$ cat src/include/conv_ctl_defs.svh
`ifndef CONV_CTL_DEFS_SVH
`define CONV_CTL_DEFS_SVH

// ----------------------------------------
// register map (printed offsets are not multiples of four: index * 4)
// ----------------------------------------
`define CCS_IDX          8'h70
`define RHB_IDX          8'h71
`define RLB_IDX          8'h72
`define IRQ_STAT_IDX     8'h73
`define IRQ_MASK_IDX     8'h74
`define STAB_IDX         8'h75
`define CCS_ADDR         12'h1c0
`define RHB_ADDR         12'h1c4
`define RLB_ADDR         12'h1c8
`define IRQ_STAT_ADDR    12'h1cc
`define IRQ_MASK_ADDR    12'h1d0
`define STAB_ADDR        12'h1d4

// ----------------------------------------
// field positions and reset values
// ----------------------------------------
`define CCS_DONE_BIT     7
`define CCS_SPEED_BIT    6
`define CCS_ON_BIT       5
`define CCS_RSVD_BIT     4
`define CCS_RESET        8'h00
`define RES_RESET        10'h000
`define IRQ_DONE_BIT     0
`define IRQ_STAB_BIT     1

// ----------------------------------------
// timing
// ----------------------------------------
`define CONV_CYCLES      4'hb
`define STAB_TIME_NS     1000
`define CLK_PERIOD_NS    10
`define STAB_CYCLES      ((`STAB_TIME_NS + `CLK_PERIOD_NS - 1) / `CLK_PERIOD_NS)

`endif

$ cat src/include/conv_ctl_pkg.sv
package conv_ctl_pkg;

   typedef enum logic [1:0] {
      ST_OFF,
      ST_STAB,
      ST_CONV
   } conv_state_e;

   typedef struct packed {
      logic       speed;
      logic       converter_on;
      logic [3:0] channel_select;
   } ctl_s;

   typedef struct packed {
      logic       done;
      logic [9:0] data;
   } result_s;

endpackage

$ cat src/rtl/conv_ctl.sv
// Function
// - writing a new channel aborts conversion, clears done, restarts on new channel
// - converter-on bit 5 enables and starts; clearing it disables and halts
// - wait low-power state has no effect on conversion
// - halt disables converter; after wake, wait stabilization time before valid results (waits only if converter-on is set at wake; a later enable skips it)
// - done flag bit 7 is read-only and set when a conversion finishes
// - reading result-high or writing control/status clears done flag
// - speed bit 6 read/write; 0 divides cpu clock by 4, 1 by 2
// - bit 4 reserved; software keeps it zero, reads back zero
// - channel-select bits 3:0 read/write, binary code selects input 0 to 15
// - result-high shows result bits 9:2 in positions 7:0
// - result-low shows result bits 1:0, positions 7:2 read zero
// - after reset all three registers read zero
// - enabled converter converts selected channel continuously until disabled
// - each completion overwrites both result bytes; read low then high
`timescale 1ns/100ps
`default_nettype none
`include "conv_ctl_defs.svh"

module conv_ctl (
   input  wire logic        clk_i,
   input  wire logic        rst_i,
   input  wire logic        psel_i,
   input  wire logic        penable_i,
   input  wire logic        pwrite_i,
   input  wire logic [11:0] paddr_i,
   input  wire logic [31:0] pwdata_i,
   input  wire logic [3:0]  pstrb_i,
   output logic      [31:0] prdata_o,
   output logic             pready_o,
   output logic             pslverr_o,
   input  wire logic        wait_mode_i,
   input  wire logic        halt_mode_i,
   input  wire logic [9:0]  core_result_i,
   output logic             converter_on_o,
   output logic [3:0]       channel_select_o,
   output logic             sample_start_o,
   output logic             irq_o
);

   // ----------------------------------------
   // pin synchronisers
   // ----------------------------------------
   logic [1:0] halt_sync_q;
   logic [1:0] wait_sync_q;
   logic       halt_s;

   always_ff @(posedge clk_i) begin
      if (rst_i) begin
         halt_sync_q <= 2'h0;
         wait_sync_q <= 2'h0;
      end else begin
         halt_sync_q <= {halt_sync_q[0], halt_mode_i};
         wait_sync_q <= {wait_sync_q[0], wait_mode_i};
      end
   end
   assign halt_s = halt_sync_q[1];
   // wait level is synchronised but deliberately steers nothing

   // ----------------------------------------
   // apb decode
   // ----------------------------------------
   logic access_s;
   logic wr_s;
   logic rd_s;
   logic mapped_s;
   logic wr_ccs_s;
   logic rd_rhb_s;

   assign access_s = psel_i & penable_i & pready_o;
   assign wr_s     = access_s & pwrite_i;
   assign rd_s     = access_s & ~pwrite_i;
   assign mapped_s = (paddr_i == `CCS_ADDR) || (paddr_i == `RHB_ADDR)
                  || (paddr_i == `RLB_ADDR) || (paddr_i == `IRQ_STAT_ADDR)
                  || (paddr_i == `IRQ_MASK_ADDR) || (paddr_i == `STAB_ADDR);
   assign wr_ccs_s = wr_s & (paddr_i == `CCS_ADDR) & pstrb_i[0];
   assign rd_rhb_s = rd_s & (paddr_i == `RHB_ADDR);

   // one wait state: pready rises in the second access cycle
   always_ff @(posedge clk_i) begin
      if (rst_i) begin
         pready_o <= 1'b0;
      end else begin
         pready_o <= psel_i & penable_i & ~pready_o;
      end
   end

   // ----------------------------------------
   // control register
   // ----------------------------------------
   conv_ctl_pkg::ctl_s ctl_q;
   logic               chan_change_s;

   assign chan_change_s = wr_ccs_s & (pwdata_i[3:0] != ctl_q.channel_select);

   always_ff @(posedge clk_i) begin
      if (rst_i) begin
         ctl_q <= '0;
      end else if (wr_ccs_s) begin
         ctl_q.speed          <= pwdata_i[`CCS_SPEED_BIT];
         ctl_q.converter_on   <= pwdata_i[`CCS_ON_BIT];
         ctl_q.channel_select <= pwdata_i[3:0];
      end
   end

   // ----------------------------------------
   // converter clock divider
   // ----------------------------------------
   logic [1:0] div_q;
   logic       tick_s;

   // divider is restarted with each conversion so length is exact
   assign tick_s = ctl_q.speed ? div_q[0] : (div_q == 2'h3);

   // ----------------------------------------
   // conversion sequencer
   // ----------------------------------------
   conv_ctl_pkg::conv_state_e state_q;
   logic [3:0]                bit_cnt_q;
   logic [15:0]               stab_cnt_q;
   logic                      halted_q;
   logic                      finish_s;
   logic                      restart_s;

   assign finish_s  = (state_q == conv_ctl_pkg::ST_CONV) & tick_s
                    & (bit_cnt_q == `CONV_CYCLES - 4'h1);
   // a channel change restarts, abandoning the partial result
   assign restart_s = chan_change_s | finish_s;

   always_ff @(posedge clk_i) begin
      if (rst_i) begin
         halted_q <= 1'b0;
      end else begin
         halted_q <= halt_s;
      end
   end

   always_ff @(posedge clk_i) begin
      if (rst_i) begin
         state_q    <= conv_ctl_pkg::ST_OFF;
         bit_cnt_q  <= 4'h0;
         div_q      <= 2'h0;
         stab_cnt_q <= 16'h0;
      end else if (!ctl_q.converter_on || halt_s) begin
         state_q    <= conv_ctl_pkg::ST_OFF;
         bit_cnt_q  <= 4'h0;
         div_q      <= 2'h0;
         stab_cnt_q <= 16'h0;
      end else begin
         unique case (state_q)
            conv_ctl_pkg::ST_OFF: begin
               // only a wake from halt pays the settling wait
               state_q <= halted_q ? conv_ctl_pkg::ST_STAB : conv_ctl_pkg::ST_CONV;
               stab_cnt_q <= 16'h0;
            end
            conv_ctl_pkg::ST_STAB: begin
               stab_cnt_q <= stab_cnt_q + 16'h1;
               if (stab_cnt_q == 16'(`STAB_CYCLES - 1)) begin
                  state_q <= conv_ctl_pkg::ST_CONV;
               end
            end
            conv_ctl_pkg::ST_CONV: begin
               if (restart_s) begin
                  bit_cnt_q <= 4'h0;
                  div_q     <= 2'h0;
               end else begin
                  div_q <= div_q + 2'h1;
                  if (tick_s) begin
                     bit_cnt_q <= bit_cnt_q + 4'h1;
                  end
               end
            end
            default: state_q <= conv_ctl_pkg::ST_OFF;
         endcase
      end
   end

   // halt level before stab wait is remembered past the off state
   logic wake_pend_q;
   always_ff @(posedge clk_i) begin
      if (rst_i) begin
         wake_pend_q <= 1'b0;
      end else if (halt_s) begin
         wake_pend_q <= 1'b1;
      end else if (state_q == conv_ctl_pkg::ST_CONV) begin
         wake_pend_q <= 1'b0;
      end
   end

   // ----------------------------------------
   // result and done flag
   // ----------------------------------------
   conv_ctl_pkg::result_s res_q;
   logic                  stab_evt_s;

   assign stab_evt_s = (state_q == conv_ctl_pkg::ST_STAB)
                     & (stab_cnt_q == 16'(`STAB_CYCLES - 1));

   always_ff @(posedge clk_i) begin
      if (rst_i) begin
         res_q.data <= `RES_RESET;
      end else if (finish_s & ~chan_change_s) begin
         res_q.data <= core_result_i;
      end
   end

   // write-to-clear wins over the finish only on a channel change, which aborts
   always_ff @(posedge clk_i) begin
      if (rst_i) begin
         res_q.done <= 1'b0;
      end else if (finish_s & ~chan_change_s) begin
         res_q.done <= 1'b1;
      end else if (wr_ccs_s | rd_rhb_s) begin
         res_q.done <= 1'b0;
      end
   end

   // ----------------------------------------
   // interrupt status and mask
   // ----------------------------------------
   logic [1:0] irq_stat_q;
   logic [1:0] irq_mask_q;
   logic [1:0] irq_evt_s;
   logic       wr_stat_s;
   logic       wr_mask_s;

   assign irq_evt_s = {stab_evt_s, finish_s & ~chan_change_s};
   assign wr_stat_s = wr_s & (paddr_i == `IRQ_STAT_ADDR) & pstrb_i[0];
   assign wr_mask_s = wr_s & (paddr_i == `IRQ_MASK_ADDR) & pstrb_i[0];

   // set wins over a write-one-to-clear landing in the same cycle
   for (genvar i = 0; i < 2; i = i + 1) begin : g_irq
      always_ff @(posedge clk_i) begin
         if (rst_i) begin
            irq_stat_q[i] <= 1'b0;
         end else if (irq_evt_s[i]) begin
            irq_stat_q[i] <= 1'b1;
         end else if (wr_stat_s && pwdata_i[i]) begin
            irq_stat_q[i] <= 1'b0;
         end
      end
   end

   always_ff @(posedge clk_i) begin
      if (rst_i) begin
         irq_mask_q <= 2'h0;
      end else if (wr_mask_s) begin
         irq_mask_q <= pwdata_i[1:0];
      end
   end

   // an arriving event counts at once, but only through its mask bit
   always_ff @(posedge clk_i) begin
      if (rst_i) begin
         irq_o <= 1'b0;
      end else begin
         irq_o <= |((irq_evt_s | irq_stat_q) & irq_mask_q);
      end
   end

   // ----------------------------------------
   // read mux and outputs
   // ----------------------------------------
   logic [7:0] ccs_rd_s;

   assign ccs_rd_s = {res_q.done, ctl_q.speed, ctl_q.converter_on, 1'b0,
                      ctl_q.channel_select};

   always_ff @(posedge clk_i) begin
      if (rst_i) begin
         prdata_o  <= 32'h0;
         pslverr_o <= 1'b0;
      end else begin
         pslverr_o <= psel_i & penable_i & ~pready_o & ~mapped_s;
         prdata_o  <= 32'h0;
         if (psel_i & penable_i & ~pready_o & ~pwrite_i) begin
            unique case (paddr_i)
               `CCS_ADDR:      prdata_o <= {24'h0, ccs_rd_s};
               `RHB_ADDR:      prdata_o <= {24'h0, res_q.data[9:2]};
               `RLB_ADDR:      prdata_o <= {30'h0, res_q.data[1:0]};
               `IRQ_STAT_ADDR: prdata_o <= {30'h0, irq_stat_q};
               `IRQ_MASK_ADDR: prdata_o <= {30'h0, irq_mask_q};
               `STAB_ADDR:     prdata_o <= {30'h0, wake_pend_q,
                                            state_q == conv_ctl_pkg::ST_STAB};
               default:        prdata_o <= 32'h0;
            endcase
         end
      end
   end

   always_ff @(posedge clk_i) begin
      if (rst_i) begin
         converter_on_o   <= 1'b0;
         channel_select_o <= 4'h0;
         sample_start_o   <= 1'b0;
      end else begin
         converter_on_o   <= ctl_q.converter_on & ~halt_s;
         channel_select_o <= ctl_q.channel_select;
         sample_start_o   <= (state_q == conv_ctl_pkg::ST_CONV) & restart_s;
      end
   end

endmodule
`default_nettype wire

$ cat config.mk
export PLATFORM = sky130hd
export DESIGN_NAME = conv_ctl
export DESIGN_NICKNAME = d
export VERILOG_FILES = /design/src/include/conv_ctl_pkg.sv /design/src/rtl/conv_ctl.sv
export VERILOG_INCLUDE_DIRS = /design/src /design/src/include
export SDC_FILE = /design/constraint.sdc
export NUM_CORES = 1
export LEC_CHECK = 0
export BUFFER_PORTS_ARGS = -buffer_cell sky130_fd_sc_hd__buf_2
export CAP_MARGIN = 20
export CORE_MARGIN = 3
export CORE_UTILIZATION = 54
export CTS_BUF_LIST = sky130_fd_sc_hd__clkbuf_16
export DETAILED_ROUTE_END_ITERATION = 16
export PLACE_DENSITY = 0.84
export RECOVER_POWER = 50
export REMOVE_ABC_BUFFERS = 1
export SLEW_MARGIN = 20
export SYNTH_ARGS = -nofsm -noshare
export SYNTH_HDL_FRONTEND = slang
export SYNTH_SLANG_ARGS = --single-unit
$ cat constraint.sdc
create_clock -name clk_i -period 3.5 [get_ports clk_i]
set_clock_uncertainty 0.1 [all_clocks]
set_input_delay 0.175 -clock clk_i [delete_from_list [all_inputs] [get_ports clk_i]]
set_output_delay 0.175 -clock clk_i [all_outputs]
set_load 0.005 [all_outputs]
==> results.md, run 1 <==
- In the final layout, the share of cells above drive strength 1 is around 18%.
- The share of synthesized area in the top cell type comes to 43.6%.
- The number of global-route vias before repair is 2502.
- Clock tree synthesis found a total of between 60 and 70 sinks.
- The height of the chip is around 81 um.
- The routed layout has ~2.5k vias.
- The pin count of the biggest net entering global routing is 34.
- The run finished with clean final reports.
- The area occupied by registers is 0.00132 mm^2.
- Synthesis inferred 66 register bits.
- The multi-input combinational cells in the finished layout cover a total of 0.00151 mm^2.
- The total congestion overflow after global routing is 0.
- The number of setup violations in the final report is 0.
- In the synthesized netlist the dominant register cell turns out to be dfxtp_1.
- The filler cells instantiated in the layout total ~400.
- The number of placement rows is 26.
- Sequential elements use 43.6% of the synthesized area.
- The average instance in the mapped netlist occupies 9.04 um^2.
- Setup total negative slack on the finished layout was measured at 0 ns.
- The clock root buffer is clkbuf_16.
- The path class of the tightest hold or removal check is input port to flip-flop.
- STA classifies the critical path endpoint as a flip-flop.
- The data arrival time at the worst-slack endpoint is about 2.5 ns.
- The number of antenna violations at the first check in global routing is 0.
- The worst-case IR drop observed on VDD is ~0.34 mV.
- The total buffers and inverters traversed by the critical path is 3.
- The net count of the finished layout is about 460.
- The headroom to the max-slew limit is under 10%.
- Traced cell by cell, the critical path runs through clkbuf_1 -> or3b_2 -> clkinv_1 -> o21ai_0 -> clkbuf_1 -> nor2_1.
- The overall fraction of global-route tracks in use is between 20% and 30%.
- Once detailed placement completed, the half-perimeter wirelength came to roughly 4300 um.
- The share of async-settable or async-resettable flops after synthesis is 0%.
- The final hold violation count is 0.
- The number of design rule violations left after detail routing is 0.
- The number of buffers added by the clock tree synthesis step is 9.
- By startpoint and endpoint, the worst setup path is classified as input port to flip-flop.
- The gate family responsible for the most delay along the worst path is buffers and inverters.
- The final routed wire length divided by cell count is between 10 and 15 um.
- The number of cells on the worst reg-to-reg path is 5.
- The critical path crosses 6 cells after its start point.
- The die boundary width is around 81 um.
- The cell accounting for the most synthesized area is dfxtp_1.
- Of the available clock period, the critical path in the final layout requires ~70%.
- The cell count after synthesis came out at 335.
- The timing-limited maximum frequency is just over 400 MHz.
- The transition time at the pin with the least slew margin is around 1.4 ns.
- The count of buffers added on input and output ports is between 50 and 60.
- The final layout contains routed wiring with a total length of 6510 um.
- The first-pass iteration count of the detailed router is 4.
- Post-CTS timing repair inserted 0 buffers for setup.
- The synthesized netlist contains 48 unique library cells.
- From synthesis to final layout, the design area changed by 18.3%.
- The area enclosed by the die boundary is about 0.0065 mm^2.
- Setup repair after global routing left no endpoint under its margin.
- STA classifies the critical path startpoint as an input port.
- The number of max-cap violations is 0.
- The clock transition time at the flip-flop clock pins of the worst setup and hold paths is ~0.05 ns.
- about 110 I/O pins were placed.
- The reg-to-reg endpoint is res_q[0]$_SDFFE_PP0P_.
- The cell area after synthesis is ~0.0030 mm^2.
- In this run the remaining antenna-violating nets after routing total 0.
- TritonCTS built the clock tree.
- For hold timing, the worst endpoint is res_q[8]$_SDFFE_PP0P_.
- In this design, the critical path's most frequently occurring cell is clkbuf_1.
- The CTS H-tree depth is 3.
- The first global-routing pass estimated 11100 um of wire.
- After synthesis, the cell types taking the most area are dfxtp_1 (44%), buf_4 (5.9%), nor2_1 (5.7%), mux2i_1 (5.6%), nand3_1 (3.3%).
- The data required time of the worst path is about 3.6 ns.
- The initial utilization of the core area, before any placement, comes to ~57%.
- At the end of routability-driven placement, the weighted congestion stood at 0.840.
- The total leakage power is about 1.4 nW.
- In this run the standard cell core region covers between 0.005 and 0.006 mm^2.
- Subtracting the final worst setup slack from the clock period gives 2.45 ns.
- The worst hold path passes through 3 cells.
- The number of DRC markers after the initial detailed-route iteration is about 150.
- The number of flops mapped to enable cells by yosys is 0.
- The critical-path maximum fanout is 33.
- Setup slack on the worst reg-to-reg path comes out at 1.08 ns.
- For this run, the slowest stage of the critical path takes roughly 1 ns.
- The worst register-to-register path begins at state_q[1]$_SDFFE_PP0P_.
- The clock passes through at most 2 buffers.
- The via density per instance is roughly 5.4.
- The cell at the slowest stage of the critical path is clkbuf_1.
- The end-of-flow core utilization is approximately 68%.
- The startpoint identified for the worst hold timing path is core_result_i[8].
- The number of synthesis warnings is 0.
- The latest clock arrival within the worst-skew pair is between 0.3 and 0.4 ns.
- The cell area power density is 474 mW/mm^2.
- The max-slew violation count was 0.
- 0 antenna diodes ended up in the layout.
logic make-up after synthesis:
family | after synthesis | synth area share (%)
other | 1 | 0.124
muxes | 19 | 6.73
AOI/OAI and AO/OA | 46 | 9.58
DFF | 66 | 43.6
xor gates and xnor gates | 15 | 4.34
and+or+nand+nor | 140 | 24.6
buffers and inverters | 44 | 9.38
adders and majority gates | 4 | 1.65
cells in the mapped netlist, types with 2 or more instances:
cell type  number
nor2b_1        11
o21ai_0        11
or2_2           2
nand3b_1        2
nand3_1        20
and3_1          5
clkbuf_1        9
dfxtp_1        66
nor4bb_1        2
or3b_2          2
o211ai_1        3
or4b_4          2
xor2_1          6
xnor2_1         9
nor4b_1         2
nand2_1        21
buf_4          24
buf_2           2
a21oi_1        18
nand4_1         9
and3b_1         2
inv_1           5
mux2i_1        17
or3_1           4
a22oi_1         7
nor2_1         46
nor3_1          3
buf_6           2
ha_1            4
worst reg2reg max path, delay by kind of cell (launching register included):
family	cells	cell delay [ns]
compound gates	1	0.54
flops	1	0.53
mux	1	0.28
simple gates	3	0.79
sequential cells by signal, summed over array words and instances, names as in the netlist:
name / flops
bit_cnt_q: 4
ccs_rd_s: 7
channel_select_o: 4
converter_on_o: 1
div_q: 2
halt_sync_q: 2
halted_q: 1
irq_mask_q: 2
irq_o: 1
irq_stat_q: 2
prdata_o: 8
pready_o: 1
pslverr_o: 1
res_q: 10
sample_start_o: 1
stab_cnt_q: 16
state_q: 2
wake_pend_q: 1
worst max-delay path by stage:
stage / start / endpoint / slack (ns)
after detailed placement: state_q[1]$_SDFFE_PP0P_ / res_q[4]$_SDFFE_PP0P_ / 1.14
after floorplan: state_q[1]$_SDFFE_PP0P_ / res_q[0]$_SDFFE_PP0P_ / 1.47
after global routing: rst_i / stab_cnt_q[10]$_SDFFE_PP0P_ / 0.72
after CTS: state_q[1]$_SDFFE_PP0P_ / res_q[4]$_SDFFE_PP0P_ / 1.14
final: rst_i / stab_cnt_q[10]$_SDFFE_PP0P_ / 1.05
after global placement: state_q[1]$_SDFFE_PP0P_ / res_q[0]$_SDFFE_PP0P_ / 1.19
placed cells by master, fill, tap and decap left out, types with 9 or more instances in the layout:
| master | n |
|---|---|
| buf_2 | 42 |
| nor2_1 | 46 |
| nand3_1 | 20 |
| clkbuf_1 | 10 |
| xnor2_1 | 9 |
| conb_1 | 24 |
| dfxtp_1 | 66 |
| mux2i_1 | 17 |
| clkbuf_16 | 9 |
| o21ai_0 | 11 |
| a21oi_1 | 18 |
| nand4_1 | 9 |
| nand2_1 | 21 |
| nor2b_1 | 11 |
| dlygate4sd3_1 | 10 |
repair_timing:
item / in CTS / in global routing
resized for setup: 0 / 0
hold buffers: 10 / 0
endpoints found under the hold margin: 10 / 0
power breakdown:
| part | internal (W) | switching [W] |
|---|---|---|
| clock | 0.000549 | 0.000330 |
| sequential | 0.000755 | 0.00000149 |
| combinational | 0.0000299 | 0.0000330 |
| total | 0.00133 | 0.000364 |
per-stage QoR:
stage	power [W]	instances	instance area [um^2]	worst slack, ns	hold WS, ns
3_5_place_dp	0.000824	442	3200	1.14	0.287
5_1_grt	0.00175	468	3580	0.723	0.0219
3_3_place_gp	0.000823	442	3200	1.19	0.281
2_1_floorplan	0.000791	320	2850	1.47	0.144
4_1_cts	0.00170	468	3600	1.14	0.00509
6_report	0.00170	468	3580	1.05	0.00665
per-layer routing:
layer / share of wire [%] / wire (um) / global-route usage (%) / up-vias
met3: 7.3 / 472 / 6.76 / 21
met5: 0 / 0 / 0 / -
met1: 40 / 2580 / 24.8 / 1183
li1: - / - / - / 1233
met2: 50 / 3250 / 36.1 / 95
met4: 3.1 / 199 / 11.7 / 0
final cells by class:
class,instances,area share (%)
Sequential cell,66,36.9
Timing Repair Buffer,62,9.70
Clock buffer,9,6.28
Inverter,6,0.628
Tap cell,70,2.44
Multi-Input combinational cell,248,42.1
Clock inverter,7,1.95
No activity file was read; power rests on OpenSTA's default activity.
==> run 2: changes to the inputs <==
--- a/config.mk
+++ b/config.mk
@@ -9,10 +9,10 @@
 export BUFFER_PORTS_ARGS = -buffer_cell sky130_fd_sc_hd__buf_2
 export CAP_MARGIN = 20
 export CORE_MARGIN = 3
-export CORE_UTILIZATION = 54
+export CORE_UTILIZATION = 50
 export CTS_BUF_LIST = sky130_fd_sc_hd__clkbuf_16
 export DETAILED_ROUTE_END_ITERATION = 16
-export PLACE_DENSITY = 0.84
+export PLACE_DENSITY = 0.79
 export RECOVER_POWER = 50
 export REMOVE_ABC_BUFFERS = 1
 export SLEW_MARGIN = 20
==> constraint.sdc (replaced) <==
create_clock -name clk_i -period 2.4 [get_ports clk_i]
set_clock_uncertainty 0.1 [all_clocks]
set_input_delay 0.12 -clock clk_i [delete_from_list [all_inputs] [get_ports clk_i]]
set_output_delay 0.12 -clock clk_i [all_outputs]
set_load 0.005 [all_outputs]
==> run 2 against run 1 <==
  * Final cell count increased by 3.6%
  * Via count is 1.2% higher
  * Worst hold slack improved by 0.020 ns
  * First-iteration DRC count is 10% lower
  * Global-route usage shrank 2.1 points
  * Register-to-register slack lost 0.82 ns
  * Clock power increased by 46%
  * Power is 46% higher
  * Sequential cell count did not move
  * Critical path depth is 2 higher
  * Clock-buffer cell count is the same
  * Non-clock buffer count rose by 15
==> results.md, run 2 (synthesized netlist as in run 1, its figures left out) <==
- The number of I/O pins is 106 (unchanged).
- The area of all placed cells without fillers is 0.00371 mm^2 (+3.6%).
- The fraction of final layout cells with drive strength greater than 1 came to 18.2% (+0.32 points).
- The leading cell type in the layout, fill and taps excluded is dfxtp_1.
- The cell area power density is 669 mW/mm^2 (+41%).
- The number of setup violations in the final report was 0 (unchanged).
- The post-detailed-routing wire length is 6710 um (+3.1%).
- The data required time of the worst path is 2.50 ns (-1.09 ns).
- The number of placement rows was 27 (+3.8%).
- The number of clock sinks came to 66 (unchanged).
- The core region area is 0.00568 mm^2 (+7.7%).
- The headroom to the max-slew limit is 54.3% (+46 points).
- The die boundary width is 83.8 um (+3.6%).
- The transition time at the pin with the least slew margin was 0.680 ns (-0.689 ns).
- The count of instances resized after the clock tree is built is 0 (unchanged).
- The overall fraction of global-route tracks in use came to 19.6% (-2.1 points).
- In this run the worst hold path is classified as input port to flip-flop.
- The final weighted congestion in routability-driven placement was 0.831 (-1.2%).
- The top cell types in the final layout, fill and taps aside, are dfxtp_1 (66), nor2_1 (46), buf_2 (42), conb_1 (24), nand2_1 (21).
- The clock root buffer is clkbuf_16.
- The overall power is 0.00248 W (+46%).
- The number of DRC markers after the initial detailed-route iteration came to 134 (-10%).
- The antenna diode count is 0 (unchanged).
- The count of input and output buffers is 51 (unchanged).
- The kind of critical path is flip-flop to flip-flop.
- The worst setup path is launched from a flip-flop.
- The number of standard cells in the layout, taps in and fillers out is 485 (+3.6%).
- The height of the chip is 83.8 um (+3.6%).
- The hold-critical path depth is 3 (unchanged).
- The run finished with clean final reports.
- The number of cells on the worst reg-to-reg path is 8 (+3).
- The area enclosed by the die boundary came to 0.00703 mm^2 (+7.4%).
- The net count of the finished layout is 477 (+3.2%).
- The worst hold-check slack was 0.0266 ns (+0.0199 ns).
- The starting density of the core is 53.4% (-4.1 points).
- The latest clock arrival within the worst-skew pair is 0.32 ns (about the same).
- Setup repair after global routing left no endpoint under its margin.
- The critical-path maximum fanout is 10 (-70%).
- Relative to the synthesized area, the layout overhead comes to 22.6%.
- The via density per instance is 5.28 (-2.3%).
- STA classifies the critical path endpoint as a flip-flop.
- In the final layout, the registers with the most flip-flops are stab_cnt_q x16, res_q x10, prdata_o x8.
- The max-slew violation count is 0 (unchanged).
- The peak supply drop is 0.527 mV (+54%).
- The clock transition time at the flip-flop clock pins of the worst setup and hold paths is 0.06 ns (about the same).
- The CTS H-tree depth was 3 (unchanged).
- The residual antenna-violating net count after detailed routing came to 0 (unchanged).
- The area occupied by registers is 0.00132 mm^2 (unchanged).
- The total congestion overflow after global routing is 0 (unchanged).
- The number of design rule violations left after detail routing is 0 (unchanged).
- The cell area after placement is 0.00326 mm^2 (+1.7%).
- The final HPWL from detailed placement is 4530 um (+5.2%).
- The number of max-cap violations is 0 (unchanged).
- The data arrival time at the worst-slack endpoint was 2.24 ns (-0.30 ns).
- The final routed wire length divided by cell count came to 13.8 um (-0.47%).
- The first-pass iteration count of the detailed router is 4 (unchanged).
- After layout, the worst path uses between 80% and 90% of the clock period.
- The number of global-route vias before repair was 2472 (-1.2%).
- The final hold violation count is 0 (unchanged).
- The timing-limited maximum frequency is about 470 MHz.
- The pin count of the biggest net entering global routing is 33 (-2.9%).
- The clock tree from TritonCTS is yes.
- The number of cells in the design after placement is 451 (+2.0%).
- The routed via count was 2563 (+1.2%).
- The filler cell count is 460 (+18%).
- The number of flip-flops in the largest register is 16 (unchanged).
- The area of the multi-input gates is 0.00150 mm^2 (-0.58%).
- The total leakage power is 1.42 nW (+4.8%).
- Ranked by flip-flop count, first place goes to stab_cnt_q.
- The global-route wire length before repair is 11200 um (+1.1%).
- The number of antenna violations at the first check in global routing is 0 (unchanged).
- The aggregate negative setup slack came to 0 ns (unchanged).
- The number of buffers added by the clock tree synthesis step was 9 (unchanged).
- The worst-case clock buffer depth is 2 (unchanged).
- Subtracting the final worst setup slack from the clock period gives between 2 and 2.5 ns.
## run 2: cell type report
type                    instances  share of cell area, %
multi-input cells             248                   40.4
clock buffers                   9                   6.07
flip-flops and latches         66                   35.6
well taps                      72                   2.43
clock inverters                 7                   1.92
repair buffers                 77                   12.9
inverters                       6                  0.607
## run 2: power breakdown
group          switching (W)  internal (W)  leakage (nW)
Sequential        0.00000239       0.00110         0.532
Combinational      0.0000488     0.0000532         0.747
Clock               0.000477      0.000801         0.143
Total               0.000528       0.00195          1.42
## run 2: worst paths after layout
kind / to / startpoint / slack [ns]
max: res_q[4]$_SDFFE_PP0P_ / bit_cnt_q[0]$_SDFFE_PP0P_ / 0.26
max reg2reg: res_q[4]$_SDFFE_PP0P_ / bit_cnt_q[0]$_SDFFE_PP0P_ / 0.26
min: pready_o$_SDFF_PP0_ / penable_i / 0.03
min reg2reg: prdata_o[4]$_SDFF_PP0_ / res_q[6]$_SDFFE_PP0P_ / 0.34
## run 2: critical path, cell delays in order, from the launching register on
cell	delay (ns)
dfxtp_1	0.34
inv_1	0.08
ha_1	0.19
nand2_1	0.07
or4b_4	0.54
a31oi_4	0.17
buf_4	0.24
mux2i_1	0.23
nor2_1	0.06
## run 2: layer usage
metal / up-vias / part of all wire [%] / wire (um) / track usage [%]
li1: 1260 / - / - / -
met1: 1195 / 42 / 2800 / 22.2
met2: 95 / 50 / 3360 / 34.0
met3: 13 / 6.6 / 446 / 6.61
met4: 0 / 1.6 / 109 / 7.46
met5: - / 0 / 0 / 0
## run 2: through the flow
stage | worst slack [ns] | util [%]
floorplan | 0.372 | -
global placement | 0.347 | 57.4
detailed placement | 0.303 | 57.4
CTS | 0.295 | 65.8
global route | 0.160 | 65.4
finish | 0.262 | 65.4
## run 2: repair_timing
action | 4_1_cts | 5_1_grt
endpoints found under the hold margin | 20 | 0
setup buffers | 0 | 0
hold buffers | 18 | 0
==> run 3: changes to the inputs <==
==> constraint.sdc (replaced) <==
create_clock -name clk_i -period 2.4 [get_ports clk_i]
set_clock_uncertainty 0.1 [all_clocks]
set_input_delay 0.12 -clock clk_i [delete_from_list [all_inputs] [get_ports clk_i]]
set_output_delay 0.12 -clock clk_i [all_outputs]
set_load 0.01 [all_outputs]
==> run 3 against run 2 <==
  * Final cell count stayed put
  * Sequential cell count stayed put
  * Cell area is 0.27% lower
  * Die area stayed put
  * Wire length hardly changed
  * Largest power group unchanged
==> results.md, run 3 (synthesized netlist as in run 1, its figures left out) <==
- The routed via count came to 2577 (+0.55%).
- The first-pass iteration count of the detailed router is 4 (unchanged).
- The number of buffers added by the clock tree synthesis step is 9 (unchanged).
- The residual antenna-violating net count after detailed routing is 0 (unchanged).
- Setup repair after global routing left no endpoint under its margin.
- The number of clock sinks was 66 (unchanged).
- The max-slew violation count is 0 (unchanged).
- The final routed wire length divided by cell count came to 13.8 um (about the same).
- The cell area after placement is 0.00326 mm^2 (unchanged).
- The count of input and output buffers is 51 (unchanged).
- The number of placement rows is 27 (unchanged).
- The number of setup violations in the final report is 0 (unchanged).
- The data arrival time at the worst-slack endpoint came to 2.24 ns (about the same).
- TritonCTS built the clock tree.
- The end-of-flow core utilization was 65.2% (-0.18 points).
- The run finished with clean final reports.
- The cell area power density is 672 mW/mm^2 (+0.54%).
- The starting density of the core came to 53.4% (unchanged).
- The data required time of the worst path is 2.50 ns (about the same).
- The area of all placed cells without fillers was 0.00370 mm^2 (-0.27%).
- The pin count of the biggest net entering global routing came to 33 (unchanged).
- The cell at the slowest stage of the critical path is or4b_4.
- The worst hold-check slack came to 0.0333 ns (+0.00672 ns).
- The fraction of final layout cells with drive strength greater than 1 is 16.2% (-1.9 points).
- The number of DRC markers after the initial detailed-route iteration is 134 (unchanged).
- The count of instances resized after the clock tree is built is 0 (unchanged).
- The type of the tightest min-delay check is input port to flip-flop.
- The net count of the finished layout is 477 (unchanged).
- The CTS H-tree depth was 3 (unchanged).
- The cts-stage hold buffer count is 18 (unchanged).
- The fraction of power spent switching nets was 21.5% (+0.22 points).
- The transition time at the pin with the least slew margin is 0.693 ns (+0.0123 ns).
- Leaving out fill and tap cells, the most frequent cell in the layout is dfxtp_1.
- The final HPWL from detailed placement is 4530 um (unchanged).
- The fraction of power consumed by the clock network is 51.3% (-0.2 points).
- Relative to the synthesized area, the layout overhead comes to 22.2%.
- The headroom to the max-slew limit is 53.5% (-0.83 points).
- Walking the worst path, the cells encountered are inv_1 -> ha_1 -> nand2_1 -> or4b_4 -> a31oi_4 -> buf_4 -> mux2i_1 -> nor2_1.
- The peak supply drop came to 0.528 mV (about the same).
- The number of global-route vias before repair is 2472 (unchanged).
- The number of flip-flops in the largest register is 16 (unchanged).
- The kind of critical path is flip-flop to flip-flop.
- The area occupied by registers was 0.00132 mm^2 (unchanged).
- The height of the chip is 83.8 um (unchanged).
- The total congestion overflow after global routing is 0 (unchanged).
- The final weighted congestion in routability-driven placement is 0.831 (unchanged).
- The area of the multi-input gates is 0.00150 mm^2 (unchanged).
- The largest registers in the layout are stab_cnt_q x16, res_q x10, prdata_o x8.
- The total leakage power was 1.39 nW (-2.5%).
- The global-route wire length before repair came to 11200 um (unchanged).
- The area enclosed by the die boundary is 0.00703 mm^2 (unchanged).
- The switching component of the power was 0.000535 W (+1.3%).
- The filler cell count was 467 (+1.5%).
- The timing-limited maximum frequency is 467 MHz (about the same).
- STA classifies the critical path startpoint as a flip-flop.
- The via density per instance came to 5.31 (+0.55%).
- The clock transition time at the flip-flop clock pins of the worst setup and hold paths is 0.06 ns (about the same).
- The combinational share of power was 4.4% (+0.3 points).
- The sequential power share is 44.3% (about the same).
- The largest stage delay on the critical path is 0.54 ns (about the same).
- The antenna diode count is 0 (unchanged).
- The worst-case clock buffer depth is 2 (unchanged).
- The worst setup path is captured at a flip-flop.
- The internal cell power was 0.00195 W (about the same).
- The clock root buffer is clkbuf_16.
- The number of antenna violations at the first check in global routing is 0 (unchanged).
- The number of buffers inserted by post-CTS setup repair is 0 (unchanged).
- The overall fraction of global-route tracks in use is 19.6% (unchanged).
- The number of max-cap violations is 0 (unchanged).
- The number of standard cells in the layout, taps in and fillers out came to 485 (unchanged).
- The critical-path maximum fanout was 10 (unchanged).
- The number of cells in the design after placement was 451 (unchanged).
- The latest clock arrival within the worst-skew pair was 0.32 ns (about the same).
- The post-detailed-routing wire length came to 6710 um (about the same).
- The core region area was 0.00568 mm^2 (unchanged).
- The final critical delay including setup and external delays is 2.14 ns (+0.00209 ns).
- The die boundary width came to 83.8 um (unchanged).
- The aggregate negative setup slack is 0 ns (unchanged).
- The number of design rule violations left after detail routing is 0 (unchanged).
- The part of the cycle the worst path needs is 89.2% (about the same).
- The final hold violation count came to 0 (unchanged).
- The register bank with the most flops is stab_cnt_q.
- In the layout the commonest cells are dfxtp_1 (66), nor2_1 (46), buf_2 (34), conb_1 (24), nand2_1 (21).
- The number of I/O pins is 106 (unchanged).
-- run 3: cell count changes in the layout (fill, tap and decap cells not counted), sizes merged --
| cell | before | now |
|---|---|---|
| clkbuf | 18 | 27 |
| buf | 50 | 41 |
-- run 3: per-stage QoR --
stage | setup slack [ns] | total power, W
after floorplan | 0.372 | 0.00116
after CTS | 0.295 | 0.00251
after global placement | 0.347 | 0.00121
after detailed placement | 0.303 | 0.00121
after global routing | 0.160 | 0.00257
final | 0.260 | 0.00249
-- run 3: worst paths after layout --
kind	slack [ns]	from	end	cells after the start
worst min-delay path	0.03	paddr_i[3]	pslverr_o$_SDFF_PP0_	3
worst max-delay path	0.26	bit_cnt_q[0]$_SDFFE_PP0P_	res_q[4]$_SDFFE_PP0P_	8
worst min register to register	0.34	res_q[6]$_SDFFE_PP0P_	prdata_o[4]$_SDFF_PP0_	2
worst max register to register	0.26	bit_cnt_q[0]$_SDFFE_PP0P_	res_q[4]$_SDFFE_PP0P_	8
-- run 3: worst max-delay path, delay by kind of cell (launching register included) --
family / cells / cell delay, ns
buf+inv: 2 / 0.32
mux: 1 / 0.23
flops: 1 / 0.34
simple gates: 3 / 0.67
compound gates: 1 / 0.17
fa+ha+maj: 1 / 0.19
-- run 3: layout make-up --
cell class / instances / share of cell area [%]
Multi-Input combinational cell: 248 / 40.6
Sequential cell: 66 / 35.7
Timing Repair Buffer: 77 / 12.7
Clock buffer: 9 / 6.08
Tap cell: 72 / 2.43
Clock inverter: 7 / 1.93
Inverter: 6 / 0.608
-- run 3: metal layers --
| layer | routed length, um | up-vias | GRT usage, % |
|---|---|---|---|
| li1 | - | 1263 | - |
| met1 | 2810 | 1202 | 22.2 |
| met2 | 3340 | 99 | 34.0 |
| met3 | 446 | 13 | 6.61 |
| met4 | 109 | 0 | 7.46 |
| met5 | 0 | - | 0 |
-- run 3: power by group through the flow --
| stage | combinational [W] | clock [W] | sequential [W] |
|---|---|---|---|
| finish | 0.000110 | 0.00128 | 0.00110 |
| global route | 0.000122 | 0.00135 | 0.00110 |
| CTS | 0.000109 | 0.00130 | 0.00110 |
| detailed placement | 0.0000866 | 0 | 0.00113 |
| global placement | 0.0000857 | 0 | 0.00113 |
| floorplan | 0.0000367 | 0 | 0.00113 |
